### config.mk
export PLATFORM = sky130hd
export DESIGN_NAME = reset_cause_ctrl
export DESIGN_NICKNAME = d
export VERILOG_FILES = /design/src/reset_cause_pkg.sv /design/src/reset_cause_ctrl.sv /design/src/reset_hold_timer.sv /design/src/two_stage_sync.sv
export SDC_FILE = /design/constraint.sdc
export NUM_CORES = 1
export LEC_CHECK = 0
export BUFFER_PORTS_ARGS = -buffer_cell sky130_fd_sc_hd__buf_2
export CELL_PAD_IN_SITES_DETAIL_PLACEMENT = 1
export CELL_PAD_IN_SITES_GLOBAL_PLACEMENT = 1
export CORE_ASPECT_RATIO = 1.4
export CORE_MARGIN = 8
export CORE_UTILIZATION = 31
export DETAILED_ROUTE_END_ITERATION = 7
export PLACE_DENSITY_LB_ADDON = 0.1
export REMOVE_ABC_BUFFERS = 1
export SLEW_MARGIN = 25
export SYNTH_ARGS = -nofsm -noshare
export SYNTH_HDL_FRONTEND = slang
export SYNTH_HIERARCHICAL = 1
export SYNTH_SLANG_ARGS = --single-unit
### constraint.sdc
create_clock -name ref_clk_in -period 1.5 [get_ports ref_clk_in]
set_input_delay 0.225 -clock ref_clk_in [delete_from_list [all_inputs] [get_ports ref_clk_in]]
set_output_delay 0.225 -clock ref_clk_in [all_outputs]
set_load 0.01 [all_outputs]
### src/reset_cause_pkg.sv
// constants, field layouts and types shared by the reset cause block
// assumes a single 10 MHz bus clock and an 8-bit register view
package reset_cause_pkg;

  // ----------------------------------------------------------------
  // clock and timing
  // ----------------------------------------------------------------
  localparam int CLK_PERIOD_NS = 100;   // bus clock period
  localparam int RESET_HOLD_NS = 800;   // least time the system reset is held
  // least time rounds up to whole cycles, never below one
  localparam int RESET_HOLD_RAW = (RESET_HOLD_NS + CLK_PERIOD_NS - 1) / CLK_PERIOD_NS;
  localparam int RESET_HOLD_CYCLES = (RESET_HOLD_RAW < 1) ? 1 : RESET_HOLD_RAW;
  localparam int HOLD_CNT_W = 4;        // wide enough for the hold count
  localparam logic [HOLD_CNT_W-1:0] HOLD_LOAD = 4'(RESET_HOLD_CYCLES - 1);
  localparam logic [HOLD_CNT_W-1:0] HOLD_ZERO = 4'h0;

  // ----------------------------------------------------------------
  // register addresses (one select bit, no offsets are printed)
  // ----------------------------------------------------------------
  localparam int REG_ADDR_W = 1;
  localparam logic [REG_ADDR_W-1:0] ADDR_CAUSE_STATUS = 1'h0;  // reset_cause_status
  localparam logic [REG_ADDR_W-1:0] ADDR_FORCE_CTRL = 1'h1;    // debug_force_reset_control

  // ----------------------------------------------------------------
  // reset_cause_status field positions
  // ----------------------------------------------------------------
  localparam int BIT_POWER_ON = 7;
  localparam int BIT_EXT_PIN = 6;
  localparam int BIT_WATCHDOG = 5;
  localparam int BIT_ILLEGAL_OP = 4;
  localparam int BIT_ILLEGAL_ADDR = 3;
  localparam int BIT_LOST_REF = 2;
  localparam int BIT_LOW_VOLTAGE = 1;
  localparam int BIT_UNUSED = 0;
  localparam int BIT_FORCE_RESET = 0;   // debug_force_reset_bit

  // ----------------------------------------------------------------
  // values
  // ----------------------------------------------------------------
  localparam logic [7:0] STATUS_POR_VALUE = 8'h82;  // power-on and low-voltage set
  localparam logic [7:0] BYTE_ZERO = 8'h00;
  localparam logic [7:0] SERVICE_FIRST = 8'h55;     // first watchdog service value
  localparam logic [7:0] SERVICE_SECOND = 8'haa;    // second watchdog service value

  // watchdog service sequence tracker
  typedef enum logic [0:0] {
    SVC_IDLE = 1'b0,
    SVC_ARMED = 1'b1
  } service_state_t;

endpackage : reset_cause_pkg

### src/reset_cause_ctrl.sv
// reset cause capture, watchdog service decode and debug forced reset
// assumes srst_in is the power-on reset and all event inputs except the pin
// and the low-voltage comparator come from logic on ref_clk_in
//
// How it works
// RULE_01: read-only flags record most recent reset source
// RULE_02: debug forced reset leaves every flag cleared
// RULE_03: bad write while watchdog enabled triggers reset
// RULE_04: 0x55 then 0xaa restarts watchdog, flags unchanged
// RULE_05: power-on sets bits 7 and 1 only
// RULE_06: low-voltage reset sets bit 1, keeps bit 7
// RULE_07: other resets copy active sources into bits 6-2
// RULE_08: low external reset pin sets bit 6
// RULE_09: watchdog timeout sets bit 5 when enabled
// RULE_10: illegal opcode, halt or debug entry sets bit 4
// RULE_11: illegal address access sets bit 3
// RULE_12: lost timing reference sets bit 2
// RULE_13: program writes to force register are ignored
// RULE_14: force register always reads zero
// RULE_15: debug write of one forces system reset
// RULE_16: host forces reset only through debug byte write
// RULE_17: status bit 0 always reads zero
`timescale 1ns/10ps
`default_nettype none
module reset_cause_ctrl
  import reset_cause_pkg::*;
(
  // clock and reset
  input wire logic ref_clk_in,
  input wire logic srst_in,
  // processor register port
  input wire logic cpu_wr_en_in,
  input wire logic cpu_rd_en_in,
  input wire logic [REG_ADDR_W-1:0] cpu_addr_in,
  input wire logic [7:0] cpu_wdata_in,
  output logic [7:0] cpu_rdata_out,
  // serial debug register port
  input wire logic dbg_wr_en_in,
  input wire logic [REG_ADDR_W-1:0] dbg_addr_in,
  input wire logic [7:0] dbg_wdata_in,
  // option settings
  input wire logic watchdog_enable_setting_in,
  input wire logic low_voltage_reset_enable_in,
  input wire logic halt_mode_enable_in,
  input wire logic debug_mode_enable_in,
  // reset sources
  input wire logic ext_reset_n_in,
  input wire logic low_voltage_trip_in,
  input wire logic watchdog_timeout_in,
  input wire logic opcode_unimpl_in,
  input wire logic halt_instr_in,
  input wire logic debug_entry_instr_in,
  input wire logic illegal_address_in,
  input wire logic lost_reference_in,
  // results
  output logic sys_reset_out,
  output logic watchdog_restart_out
);

  // ----------------------------------------------------------------
  // address decode shared by both ports
  // ----------------------------------------------------------------
  function automatic logic addr_hit(input logic en, input logic [REG_ADDR_W-1:0] addr,
                                    input logic [REG_ADDR_W-1:0] target);
    addr_hit = en && (addr == target);
  endfunction : addr_hit

  // ----------------------------------------------------------------
  // declarations
  // ----------------------------------------------------------------
  logic [1:0] pad_sync;             // synchronised pin and comparator levels
  logic ext_reset_n_sync;           // external reset pin, low active
  logic low_voltage_sync;           // supply under trip level
  logic [7:0] status_reg;           // reset_cause_status
  logic [7:0] status_next;
  logic [7:0] rdata_next;
  service_state_t svc_reg;          // watchdog service sequence
  service_state_t svc_next;
  logic restart_next;
  logic cpu_status_wr;              // program write to the status address
  logic cpu_ctrl_wr;                // program write to the force register
  logic dbg_force;                  // debug link asks for forced reset
  logic bad_service_write;          // write other than a service value
  logic src_pin;                    // per-source reset causes
  logic src_watchdog;
  logic src_illegal_op;
  logic src_illegal_addr;
  logic src_lost_ref;
  logic src_low_voltage;
  logic any_source;                 // some source demands reset
  logic reset_entry;                // one-cycle capture moment

  // ----------------------------------------------------------------
  // pad level synchronisers
  // ----------------------------------------------------------------
  two_stage_sync #(
    .W(2),
    .RESET_VAL(2'h2)
  ) u_pad_sync (
    .ref_clk_in(ref_clk_in),
    .srst_in(srst_in),
    .async_in({ext_reset_n_in, low_voltage_trip_in}),
    .sync_out(pad_sync)
  );
  assign ext_reset_n_sync = pad_sync[1];
  assign low_voltage_sync = pad_sync[0];

  // ----------------------------------------------------------------
  // reset hold timer; drives sys_reset_out from its flip-flop
  // ----------------------------------------------------------------
  reset_hold_timer u_hold (
    .ref_clk_in(ref_clk_in),
    .srst_in(srst_in),
    .start_in(reset_entry),
    .busy_out(sys_reset_out)
  );

  // ----------------------------------------------------------------
  // access decode; program status writes are blocked while the reset stands, reads are not
  // ----------------------------------------------------------------
  assign cpu_status_wr = addr_hit(cpu_wr_en_in, cpu_addr_in, ADDR_CAUSE_STATUS) && !sys_reset_out;
  assign cpu_ctrl_wr = addr_hit(cpu_wr_en_in, cpu_addr_in, ADDR_FORCE_CTRL);
  // program writes to the force register reach nothing [RULE_13]
  // only the debug link can set the force bit [RULE_15] [RULE_16]
  assign dbg_force = addr_hit(dbg_wr_en_in, dbg_addr_in, ADDR_FORCE_CTRL)
                     && dbg_wdata_in[BIT_FORCE_RESET];

  // any value but the two service values, while enabled [RULE_03]
  assign bad_service_write = cpu_status_wr && watchdog_enable_setting_in
                             && (cpu_wdata_in != SERVICE_FIRST)
                             && (cpu_wdata_in != SERVICE_SECOND);

  // ----------------------------------------------------------------
  // reset source qualification
  // ----------------------------------------------------------------
  assign src_pin = !ext_reset_n_sync;                                      // [RULE_08]
  // watchdog source blocked while the enable setting is zero [RULE_09]
  assign src_watchdog = watchdog_enable_setting_in && (watchdog_timeout_in || bad_service_write);
  // halt and debug entry count as illegal when their modes are off [RULE_10]
  assign src_illegal_op = opcode_unimpl_in
                          || (halt_instr_in && !halt_mode_enable_in)
                          || (debug_entry_instr_in && !debug_mode_enable_in);
  assign src_illegal_addr = illegal_address_in;                            // [RULE_11]
  assign src_lost_ref = lost_reference_in;                                 // [RULE_12]
  assign src_low_voltage = low_voltage_reset_enable_in && low_voltage_sync; // [RULE_06]
  assign any_source = src_pin || src_watchdog || src_illegal_op || src_illegal_addr
                      || src_lost_ref || src_low_voltage || dbg_force;
  // sources are sampled once, at the first cycle of a new reset
  assign reset_entry = any_source && !sys_reset_out;

  // ----------------------------------------------------------------
  // status capture at reset entry
  // ----------------------------------------------------------------
  always_comb begin
    status_next = status_reg;
    if (reset_entry) begin
      if (src_low_voltage) begin
        // low-voltage: bit 1 set, power-on kept, rest cleared [RULE_06]
        status_next = BYTE_ZERO;
        status_next[BIT_POWER_ON] = status_reg[BIT_POWER_ON];
        status_next[BIT_LOW_VOLTAGE] = 1'b1;
      end else if (dbg_force) begin
        // debug forced reset leaves every flag clear [RULE_02]
        status_next = BYTE_ZERO;
      end else begin
        // every active source sets its flag, others clear [RULE_07] [RULE_01]
        status_next = BYTE_ZERO;
        status_next[BIT_EXT_PIN] = src_pin;                 // [RULE_08]
        status_next[BIT_WATCHDOG] = src_watchdog;           // [RULE_09]
        status_next[BIT_ILLEGAL_OP] = src_illegal_op;       // [RULE_10]
        status_next[BIT_ILLEGAL_ADDR] = src_illegal_addr;   // [RULE_11]
        status_next[BIT_LOST_REF] = src_lost_ref;           // [RULE_12]
      end
    end
    status_next[BIT_UNUSED] = 1'b0;                         // [RULE_17]
  end

  // ----------------------------------------------------------------
  // watchdog service sequence; never touches the flags [RULE_04]
  // ----------------------------------------------------------------
  always_comb begin
    svc_next = svc_reg;
    restart_next = 1'b0;
    if (cpu_status_wr) begin
      if (cpu_wdata_in == SERVICE_FIRST) begin
        svc_next = SVC_ARMED;
      end else begin
        case (svc_reg)
          SVC_ARMED: begin
            // second value right after the first restarts the count [RULE_04]
            restart_next = (cpu_wdata_in == SERVICE_SECOND);
            svc_next = SVC_IDLE;
          end
          SVC_IDLE: begin
            svc_next = SVC_IDLE;
          end
          default: begin
            svc_next = SVC_IDLE;
          end
        endcase
      end
    end
  end

  // ----------------------------------------------------------------
  // read data; force register always reads zero [RULE_14]
  // ----------------------------------------------------------------
  always_comb begin
    rdata_next = BYTE_ZERO;
    if (addr_hit(cpu_rd_en_in, cpu_addr_in, ADDR_CAUSE_STATUS)) begin
      rdata_next = status_reg;                              // [RULE_01]
    end
  end

  // ----------------------------------------------------------------
  // registers; power-on reset loads the power-on pattern [RULE_05]
  // ----------------------------------------------------------------
  always_ff @(posedge ref_clk_in) begin
    if (srst_in) begin
      status_reg <= STATUS_POR_VALUE;                       // [RULE_05]
      svc_reg <= SVC_IDLE;
      watchdog_restart_out <= 1'b0;
      cpu_rdata_out <= BYTE_ZERO;
    end else begin
      status_reg <= status_next;
      svc_reg <= svc_next;
      watchdog_restart_out <= restart_next;
      cpu_rdata_out <= rdata_next;
    end
  end

  // ----------------------------------------------------------------
  // checks
  // ----------------------------------------------------------------
  property p_debug_clears;
    @(posedge ref_clk_in) disable iff (srst_in)
    (reset_entry && dbg_force && !src_low_voltage) |=> (status_reg == BYTE_ZERO);
  endproperty
  a_debug_clears: assert property (p_debug_clears) // [RULE_02]
    else $error("debug forced reset left a flag set");

  property p_bad_write;
    @(posedge ref_clk_in) disable iff (srst_in)
    (bad_service_write && !src_low_voltage && !dbg_force)
      |=> (sys_reset_out && status_reg[BIT_WATCHDOG]);
  endproperty
  a_bad_write: assert property (p_bad_write) // [RULE_03]
    else $error("bad service write did not reset");

  property p_service;
    @(posedge ref_clk_in) disable iff (srst_in)
    (svc_reg == SVC_ARMED && cpu_status_wr && cpu_wdata_in == SERVICE_SECOND && !any_source)
      |=> (watchdog_restart_out && $stable(status_reg));
  endproperty
  a_service: assert property (p_service) // [RULE_04]
    else $error("service sequence failed or changed flags");

  property p_power_on;
    @(posedge ref_clk_in)
    srst_in |=> (status_reg == STATUS_POR_VALUE);
  endproperty
  a_power_on: assert property (p_power_on) // [RULE_05]
    else $error("power-on pattern wrong");

  property p_low_voltage;
    @(posedge ref_clk_in) disable iff (srst_in)
    (reset_entry && src_low_voltage) |=> (status_reg[BIT_LOW_VOLTAGE]
      && status_reg[BIT_POWER_ON] == $past(status_reg[BIT_POWER_ON])
      && status_reg[BIT_EXT_PIN:BIT_LOST_REF] == 5'h00);
  endproperty
  a_low_voltage: assert property (p_low_voltage) // [RULE_06]
    else $error("low-voltage capture wrong");

  property p_pin;
    @(posedge ref_clk_in) disable iff (srst_in)
    (reset_entry && src_pin && !src_low_voltage && !dbg_force)
      |=> (status_reg[BIT_EXT_PIN] && !status_reg[BIT_POWER_ON]);
  endproperty
  a_pin: assert property (p_pin) // [RULE_08]
    else $error("pin reset flag missing");

  property p_watchdog_gate;
    @(posedge ref_clk_in) disable iff (srst_in)
    (reset_entry && !watchdog_enable_setting_in) |=> !status_reg[BIT_WATCHDOG];
  endproperty
  a_watchdog_gate: assert property (p_watchdog_gate) // [RULE_09]
    else $error("watchdog flag set while disabled");

  property p_halt_illegal;
    @(posedge ref_clk_in) disable iff (srst_in)
    (!sys_reset_out && halt_instr_in && !halt_mode_enable_in && !src_low_voltage && !dbg_force)
      |=> (sys_reset_out && status_reg[BIT_ILLEGAL_OP]) [*1] ##1 sys_reset_out;
  endproperty
  a_halt_illegal: assert property (p_halt_illegal) // [RULE_10]
    else $error("disabled halt did not give illegal opcode reset");

  property p_cpu_ctrl_ignored;
    @(posedge ref_clk_in) disable iff (srst_in)
    (cpu_ctrl_wr && !any_source && !sys_reset_out) |=> !sys_reset_out;
  endproperty
  a_cpu_ctrl_ignored: assert property (p_cpu_ctrl_ignored) // [RULE_13]
    else $error("program write forced a reset");

  property p_ctrl_reads_zero;
    @(posedge ref_clk_in) disable iff (srst_in)
    addr_hit(cpu_rd_en_in, cpu_addr_in, ADDR_FORCE_CTRL) |=> (cpu_rdata_out == BYTE_ZERO);
  endproperty
  a_ctrl_reads_zero: assert property (p_ctrl_reads_zero) // [RULE_14]
    else $error("force register read nonzero");

  property p_debug_force;
    @(posedge ref_clk_in) disable iff (srst_in)
    (dbg_force && !sys_reset_out) |=> sys_reset_out [*8];
  endproperty
  a_debug_force: assert property (p_debug_force) // [RULE_15]
    else $error("debug force did not hold reset");

  property p_bit0_zero;
    @(posedge ref_clk_in) disable iff (srst_in)
    addr_hit(cpu_rd_en_in, cpu_addr_in, ADDR_CAUSE_STATUS) |=> !cpu_rdata_out[BIT_UNUSED];
  endproperty
  a_bit0_zero: assert property (p_bit0_zero) // [RULE_17]
    else $error("status bit 0 set");

endmodule : reset_cause_ctrl
`default_nettype wire

### src/reset_hold_timer.sv
// holds the system reset request for a fixed number of bus cycles
// assumes start is a one-cycle pulse from the same clock domain
`timescale 1ns/10ps
`default_nettype none
module reset_hold_timer
  import reset_cause_pkg::*;
(
  // clock and reset
  input wire logic ref_clk_in,
  input wire logic srst_in,
  // control
  input wire logic start_in,
  output logic busy_out
);

  logic [HOLD_CNT_W-1:0] cnt_reg;   // cycles left in the hold
  logic [HOLD_CNT_W-1:0] cnt_next;
  logic busy_next;

  // ----------------------------------------------------------------
  // next state: load on start, count down while busy
  // ----------------------------------------------------------------
  always_comb begin
    cnt_next = cnt_reg;
    busy_next = busy_out;
    if (start_in && !busy_out) begin
      cnt_next = HOLD_LOAD;
      busy_next = 1'b1;
    end else if (busy_out) begin
      if (cnt_reg == HOLD_ZERO) begin
        busy_next = 1'b0;
      end else begin
        cnt_next = cnt_reg - 4'h1;
      end
    end
  end

  // ----------------------------------------------------------------
  // registers
  // ----------------------------------------------------------------
  always_ff @(posedge ref_clk_in) begin
    if (srst_in) begin
      cnt_reg <= HOLD_ZERO;
      busy_out <= 1'b0;
    end else begin
      cnt_reg <= cnt_next;
      busy_out <= busy_next;
    end
  end

endmodule : reset_hold_timer
`default_nettype wire

### src/two_stage_sync.sv
// two flip-flop synchroniser for levels arriving from outside the clock domain
// assumes the inputs are quasi-static levels; only the second stage is used
`timescale 1ns/10ps
`default_nettype none
module two_stage_sync #(
  parameter int W = 2,
  parameter logic [W-1:0] RESET_VAL = '0
) (
  // clock and reset
  input wire logic ref_clk_in,
  input wire logic srst_in,
  // levels
  input wire logic [W-1:0] async_in,
  output logic [W-1:0] sync_out
);

  logic [W-1:0] meta_reg;  // first stage, read only by the second stage

  // ----------------------------------------------------------------
  // both stages
  // ----------------------------------------------------------------
  always_ff @(posedge ref_clk_in) begin
    if (srst_in) begin
      meta_reg <= RESET_VAL;
      sync_out <= RESET_VAL;
    end else begin
      meta_reg <= async_in;
      sync_out <= meta_reg;
    end
  end

endmodule : two_stage_sync
`default_nettype wire
## After elaboration in Yosys (flattened, before gate mapping)

Cells that the tools add are included.

- Add/subtract/negate cells: 1
- Equality and inequality tests: 5
- Multiplexer cells: 9
- Bitwise gates (word level): 6
- Reduce and logical (&&, ||, !) cells: 35

Operator list:

| operator | count |
|---|---|
| logical AND 1 bit | 14 |
| logical OR 1 bit | 9 |
| two-way mux 3 bit | 3 |
| equality test 8 x 7 -> 1 bit (second input constant) | 1 |
| equality test 8 bit (second input constant) | 1 |
| two-way mux 8 bit | 1 |
| inequality test 8 x 7 -> 1 bit (second input constant) | 1 |
| inequality test 8 bit (second input constant) | 1 |
| two-way mux 7 bit | 1 |
| inverter 1 bit | 6 |
| AND reduction 2 bit | 3 |
| logical NOT 1 bit | 4 |
| logical NOT 4 bit | 1 |
| two-way mux 1 bit | 4 |
| OR reduction 2 bit | 2 |
| OR reduction 4 bit | 1 |
| subtractor 4 x 1 -> 4 bit (second input constant) | 1 |
| inequality test 2 x 1 -> 1 bit (second input constant) | 1 |
| nonzero test 2 bit | 1 |

- Flip-flop bits (word level): 27
- Bits of input ports: 35
- Logic and storage cells: 67

## Longest topological paths before layout

- Depth after elaboration: 18
- Mapped depth: 7
- Depth with buffers taken out: 7

## Modules after synthesis

The synthesis kept the hierarchy.

Modules (own cells, without submodules):

| module | instances | cells each | area each (um2) | sequential area each (um2) |
|---|---|---|---|---|
| reset_cause_ctrl | 1 | 72 | 716.9 | 320.3 |
| reset_hold_timer | 1 | 27 | 276.5 | 100.1 |
| two_stage_sync | 1 | 8 | 105.1 | 80.1 |

## Worst setup path after synthesis

Ideal clock, no wire load.

- Path type: reg-to-reg
- Start point: reg u_hold.busy_out
- End point: reg u_hold.cnt_reg[1]
- Arrival: 1605 ps
- Required time: 1350 ps
- Setup slack: -255 ps
- Cell stages (with the launch flop): 8
- Buffers on the path: 0
- Clock period less this slack: 1755 ps
- Path through: dfxtp_1 nor3b_2 a21boi_4 a211oi_4 nor2_4 or2_1 a21oi_1 a311oi_1

- Cells in the longest elaborated chain, start to end: 17
- Elaborated cells on any way between the ends: 19

RTL lines:

| item | line | RTL |
|---|---|---|
| start: declaration | reset_hold_timer.sv:13 | `output logic busy_out` |
| start signal: assignment | reset_hold_timer.sv:47 | `busy_out <= busy_next;` |
| logical NOT 1 bit (*) | reset_cause_ctrl.sv:121, reset_cause_ctrl.sv:149 |  |
| logical AND 1 bit | reset_cause_ctrl.sv:121 | `assign cpu_status_wr = addr_hit(cpu_wr_en_in, cpu_addr_in, ADDR_CAUSE_STATUS) && !sys_reset_out;` |
| logical AND 1 bit | reset_cause_ctrl.sv:129 | `assign bad_service_write = cpu_status_wr && watchdog_enable_setting_in` |
| logical AND 1 bit | reset_cause_ctrl.sv:130 | `&& (cpu_wdata_in != SERVICE_FIRST)` |
| logical AND 1 bit | reset_cause_ctrl.sv:131 | `&& (cpu_wdata_in != SERVICE_SECOND);` |
| logical OR 1 bit | reset_cause_ctrl.sv:138 | `assign src_watchdog = watchdog_enable_setting_in && (watchdog_timeout_in \|\| bad_service_write);` |
| logical AND 1 bit | reset_cause_ctrl.sv:138 |  |
| logical OR 1 bit (3 in series) | reset_cause_ctrl.sv:146 | `assign any_source = src_pin \|\| src_watchdog \|\| src_illegal_op \|\| src_illegal_addr` |
| logical OR 1 bit (3 in series) | reset_cause_ctrl.sv:147 | `\|\| src_lost_ref \|\| src_low_voltage \|\| dbg_force;` |
| logical AND 1 bit (*) | reset_cause_ctrl.sv:149 | `assign reset_entry = any_source && !sys_reset_out;` |
| named net reset_entry | reset_cause_ctrl.sv:91 | `logic reset_entry;` |
| logical AND 1 bit (*) | reset_hold_timer.sv:26 | `if (start_in && !busy_out) begin` |
| inequality test 2 x 1 -> 1 bit (no source line) / nonzero test 2 bit (equally long branches) | n/a |  |
| AND reduction 2 bit (no source line) | n/a |  |
| end signal: assignment | reset_hold_timer.sv:46 | `cnt_reg <= cnt_next;` |
| end: declaration | reset_hold_timer.sv:16 | `logic [HOLD_CNT_W-1:0] cnt_reg;` |

The timed path passes the listed nets; every way through them passes the cells marked *.
A chain may end at the register's enable or synchronous reset.

## Worst setup path in the final report

Ends and elaborated chain as after synthesis.

==> flow_summary.json <==
{
  "drc": 0,
  "num_antenna_cells": 0,
  "design.core.area_mm2": 0.00338,
  "hold_buffers": 0,
  "setup.worst_path.start": "u_hold/busy_out",
  "dpl.hpwl_um": 2430,
  "ios": 45,
  "initial_utilization": 0.325,
  "path_cells": "nor3b_2, a21boi_4, a211oi_4, nor2_4, or2_4, a21oi_2, a311oi_2",
  "stdcell_count": 200,
  "nNetsFinal": 198,
  "drive_gt1_frac": 0.488,
  "path_buf_inv": 0,
  "slowest_delay_ns": 0.34,
  "hold_path.class": "input pin to flip-flop",
  "critPathArrivalTime_ns": 1.73,
  "insertion_delay_ns": 0.27,
  "ys_seq_area_frac": 0.456,
  "areaGrowthSynthToFinish_pct": 39.7,
  "status": "complete, but fails checks",
  "postSynthAreaPerCell_um2": 10.3,
  "yosys.area.top_type_share": 0.456,
  "finalWorstSetupSlack_ns": -0.0418,
  "synth_area_mm2": 0.00110,
  "final_util": 0.454,
  "num_vias": 973,
  "rsz0062_at_grt": "yes",
  "drtIter0Drc": 15,
  "clockBufferDepth": 2,
  "period_share": 1.03,
  "clk_pin_slew_ns": 0.09,
  "reg2reg_from": "u_hold/busy_out",
  "setup_viol": 3,
  "wl_per_cell_um": 15.2,
  "hold_depth": 2,
  "port_buffers": 36,
  "synthTopCellsByArea": "dfxtp_1 (46%), and4bb_2 (4.6%), and2_1 (4.0%)",
  "drt-total-wl_um": 3040,
  "yosysWarnings": 6,
  "max-vdd-ir-drop_mv": 0.549,
  "leakagePower_nw": 0.668,
  "drv_slew": 0,
  "r2r_cells": 7,
  "drv_cap": 0,
  "violations": "negative setup slack",
  "hold_violations": 0,
  "first_pass_iters": 3,
  "dp.cells": 194,
  "clockRootBuffer": "clkbuf_8",
  "avgViaCountPerCell": 4.87,
  "power.density_mw_per_mm2": 1030,
  "whs_endpoint": "u_pad_sync/meta_reg[1]",
  "hold_ws_ns": 0.140,
  "ant_nets": 0,
  "ys_seq_elements": 25,
  "min_from": "ext_reset_n_in",
  "critPathKind": "flip-flop to flip-flop",
  "grt_pass1_wl_um": 4800,
  "fmax_mhz": 649,
  "htreeDepth": 1,
  "cts.sinks": 25,
  "crit_path_start_kind": "flip-flop",
  "required_ns": 1.68,
  "postSynthCellCount": 107,
  "grt_overflow": 0,
  "dieArea_mm2": 0.00573,
  "ys_types": 40,
  "crit_fanout": 3,
  "grt_use_total": 0.109,
  "final.fill_count": 399,
  "die_y_um": 86.4,
  "grt_max_degree": 16,
  "num_rows": 25,
  "cts-buffers-inserted": 3,
  "slowest_stage": "dfxtp_2",
  "regToRegEndpoint": "u_hold/cnt_reg[1]",
  "crit_family": "compound AO/OA/AOI/OAI gates",
  "yosys.area.top_type": "dfxtp_1",
  "r2r_slack_ns": -0.04,
  "antenna_found_initial": 0,
  "skew_ns": 0.00246,
  "gp_congestion": 0.739,
  "die_w_um": 66.3,
  "cp-end-kind": "flip-flop",
  "cts_tree": "yes",
  "period_minus_slack_ns": 1.54,
  "grt_pass1_vias": 1091
}
==> area by class of cell <==
class	count	area [um^2]	share of cell area
multi-input cells	73	603	0.393
flip-flops and latches	25	503	0.328
repair buffers	51	304	0.198
well taps	40	50.0	0.0326
clock buffers	3	41.3	0.0269
inverters	7	26.3	0.0171
clock inverters	1	7.51	0.00489
==> worst max path at each step <==
stage | cells past startpoint | to | slack (ns)
floorplan | 7 | u_hold/cnt_reg[1] | -0.25
global placement | 8 | u_hold/cnt_reg[1] | -0.20
detailed placement | 8 | u_hold/cnt_reg[1] | -0.28
CTS | 7 | u_hold/cnt_reg[1] | -0.11
global route | 7 | u_hold/cnt_reg[0] | -0.1
finish | 7 | u_hold/cnt_reg[1] | -0.04
==> per-layer routing <==
layer,part of all wire,up-vias,GRT usage
met4,0.026,0,0.0585
met1,0.38,458,0.101
met2,0.54,27,0.207
met3,0.058,7,0.0258
met5,0,-,0
li1,-,481,-
==> cell families after synthesis <==
group / share of synthesized area
and+or+nand+nor: 0.305
buffers and inverters: 0.0342
muxes: 0.0273
DFF: 0.456
other: 0.00341
adders and majority gates: 0.0228
AOI/OAI and AO/OA: 0.151
==> through the flow <==
| stage | TNS, ns | total power, mW | setup slack, ns | area, um^2 |
|---|---|---|---|---|
| 2_1_floorplan | -0.936 | 0.963 | -0.255 | 1090 |
| 3_3_place_gp | -0.774 | 1.10 | -0.200 | 1420 |
| 3_5_place_dp | -1.05 | 1.12 | -0.277 | 1420 |
| 4_1_cts | -0.320 | 1.59 | -0.106 | 1530 |
| 5_1_grt | -0.496 | 1.66 | -0.0969 | 1540 |
| 6_report | -0.0789 | 1.58 | -0.0418 | 1540 |
==> Yosys cell counts <==
master,number
nor2b_1,3
o21ai_0,1
a211oi_4,1
nor3_1,1
nand2b_1,6
a21boi_4,1
a221o_1,1
a211o_1,1
and3b_1,1
nand3_1,3
clkbuf_1,1
a211oi_1,1
dfxtp_1,25
inv_1,7
and2b_2,1
nand2_1,5
nand4bb_1,1
nor2_4,1
buf_4,1
nor3b_2,1
or2_1,3
a32oi_1,1
nor4b_4,1
nor3_2,1
and2_1,7
nor3b_1,1
nor2_1,3
conb_1,1
ha_1,2
a31oi_1,1
a311oi_1,2
a21oi_1,7
o21ai_1,2
o21bai_1,1
a21boi_2,1
mux2i_1,3
and4bb_2,4
nand3b_1,1
nor4_1,1
nor4b_1,1
==> power by group <==
| group | internal (mW) | switching [mW] | total [mW] |
|---|---|---|---|
| combinational | 0.206 | 0.188 | 0.394 |
| clock | 0.189 | 0.229 | 0.417 |
| sequential | 0.720 | 0.0460 | 0.766 |
==> layout by cell type, fill, tap and decap left out, types with 2 or more instances in the layout <==
cell type	instances
mux2i_1	3
nand3_1	2
nor2_1	3
a21oi_2	4
nand2b_1	6
a21oi_1	3
and2_1	7
nand2_1	5
ha_1	2
clkbuf_8	3
buf_2	36
dfxtp_2	2
buf_4	12
inv_1	7
o21ai_1	2
dfxtp_1	23
and4bb_2	4
buf_6	3
or2_1	2
nor2b_1	3
==> timing repair <==
action,in CTS,in global routing
hold endpoints to repair,0,0
pin swaps,9,5
resized for setup,10,4
setup buffers,3,0
setup endpoints to repair,5,11
Note: power is estimated with default switching activity, not from simulation.
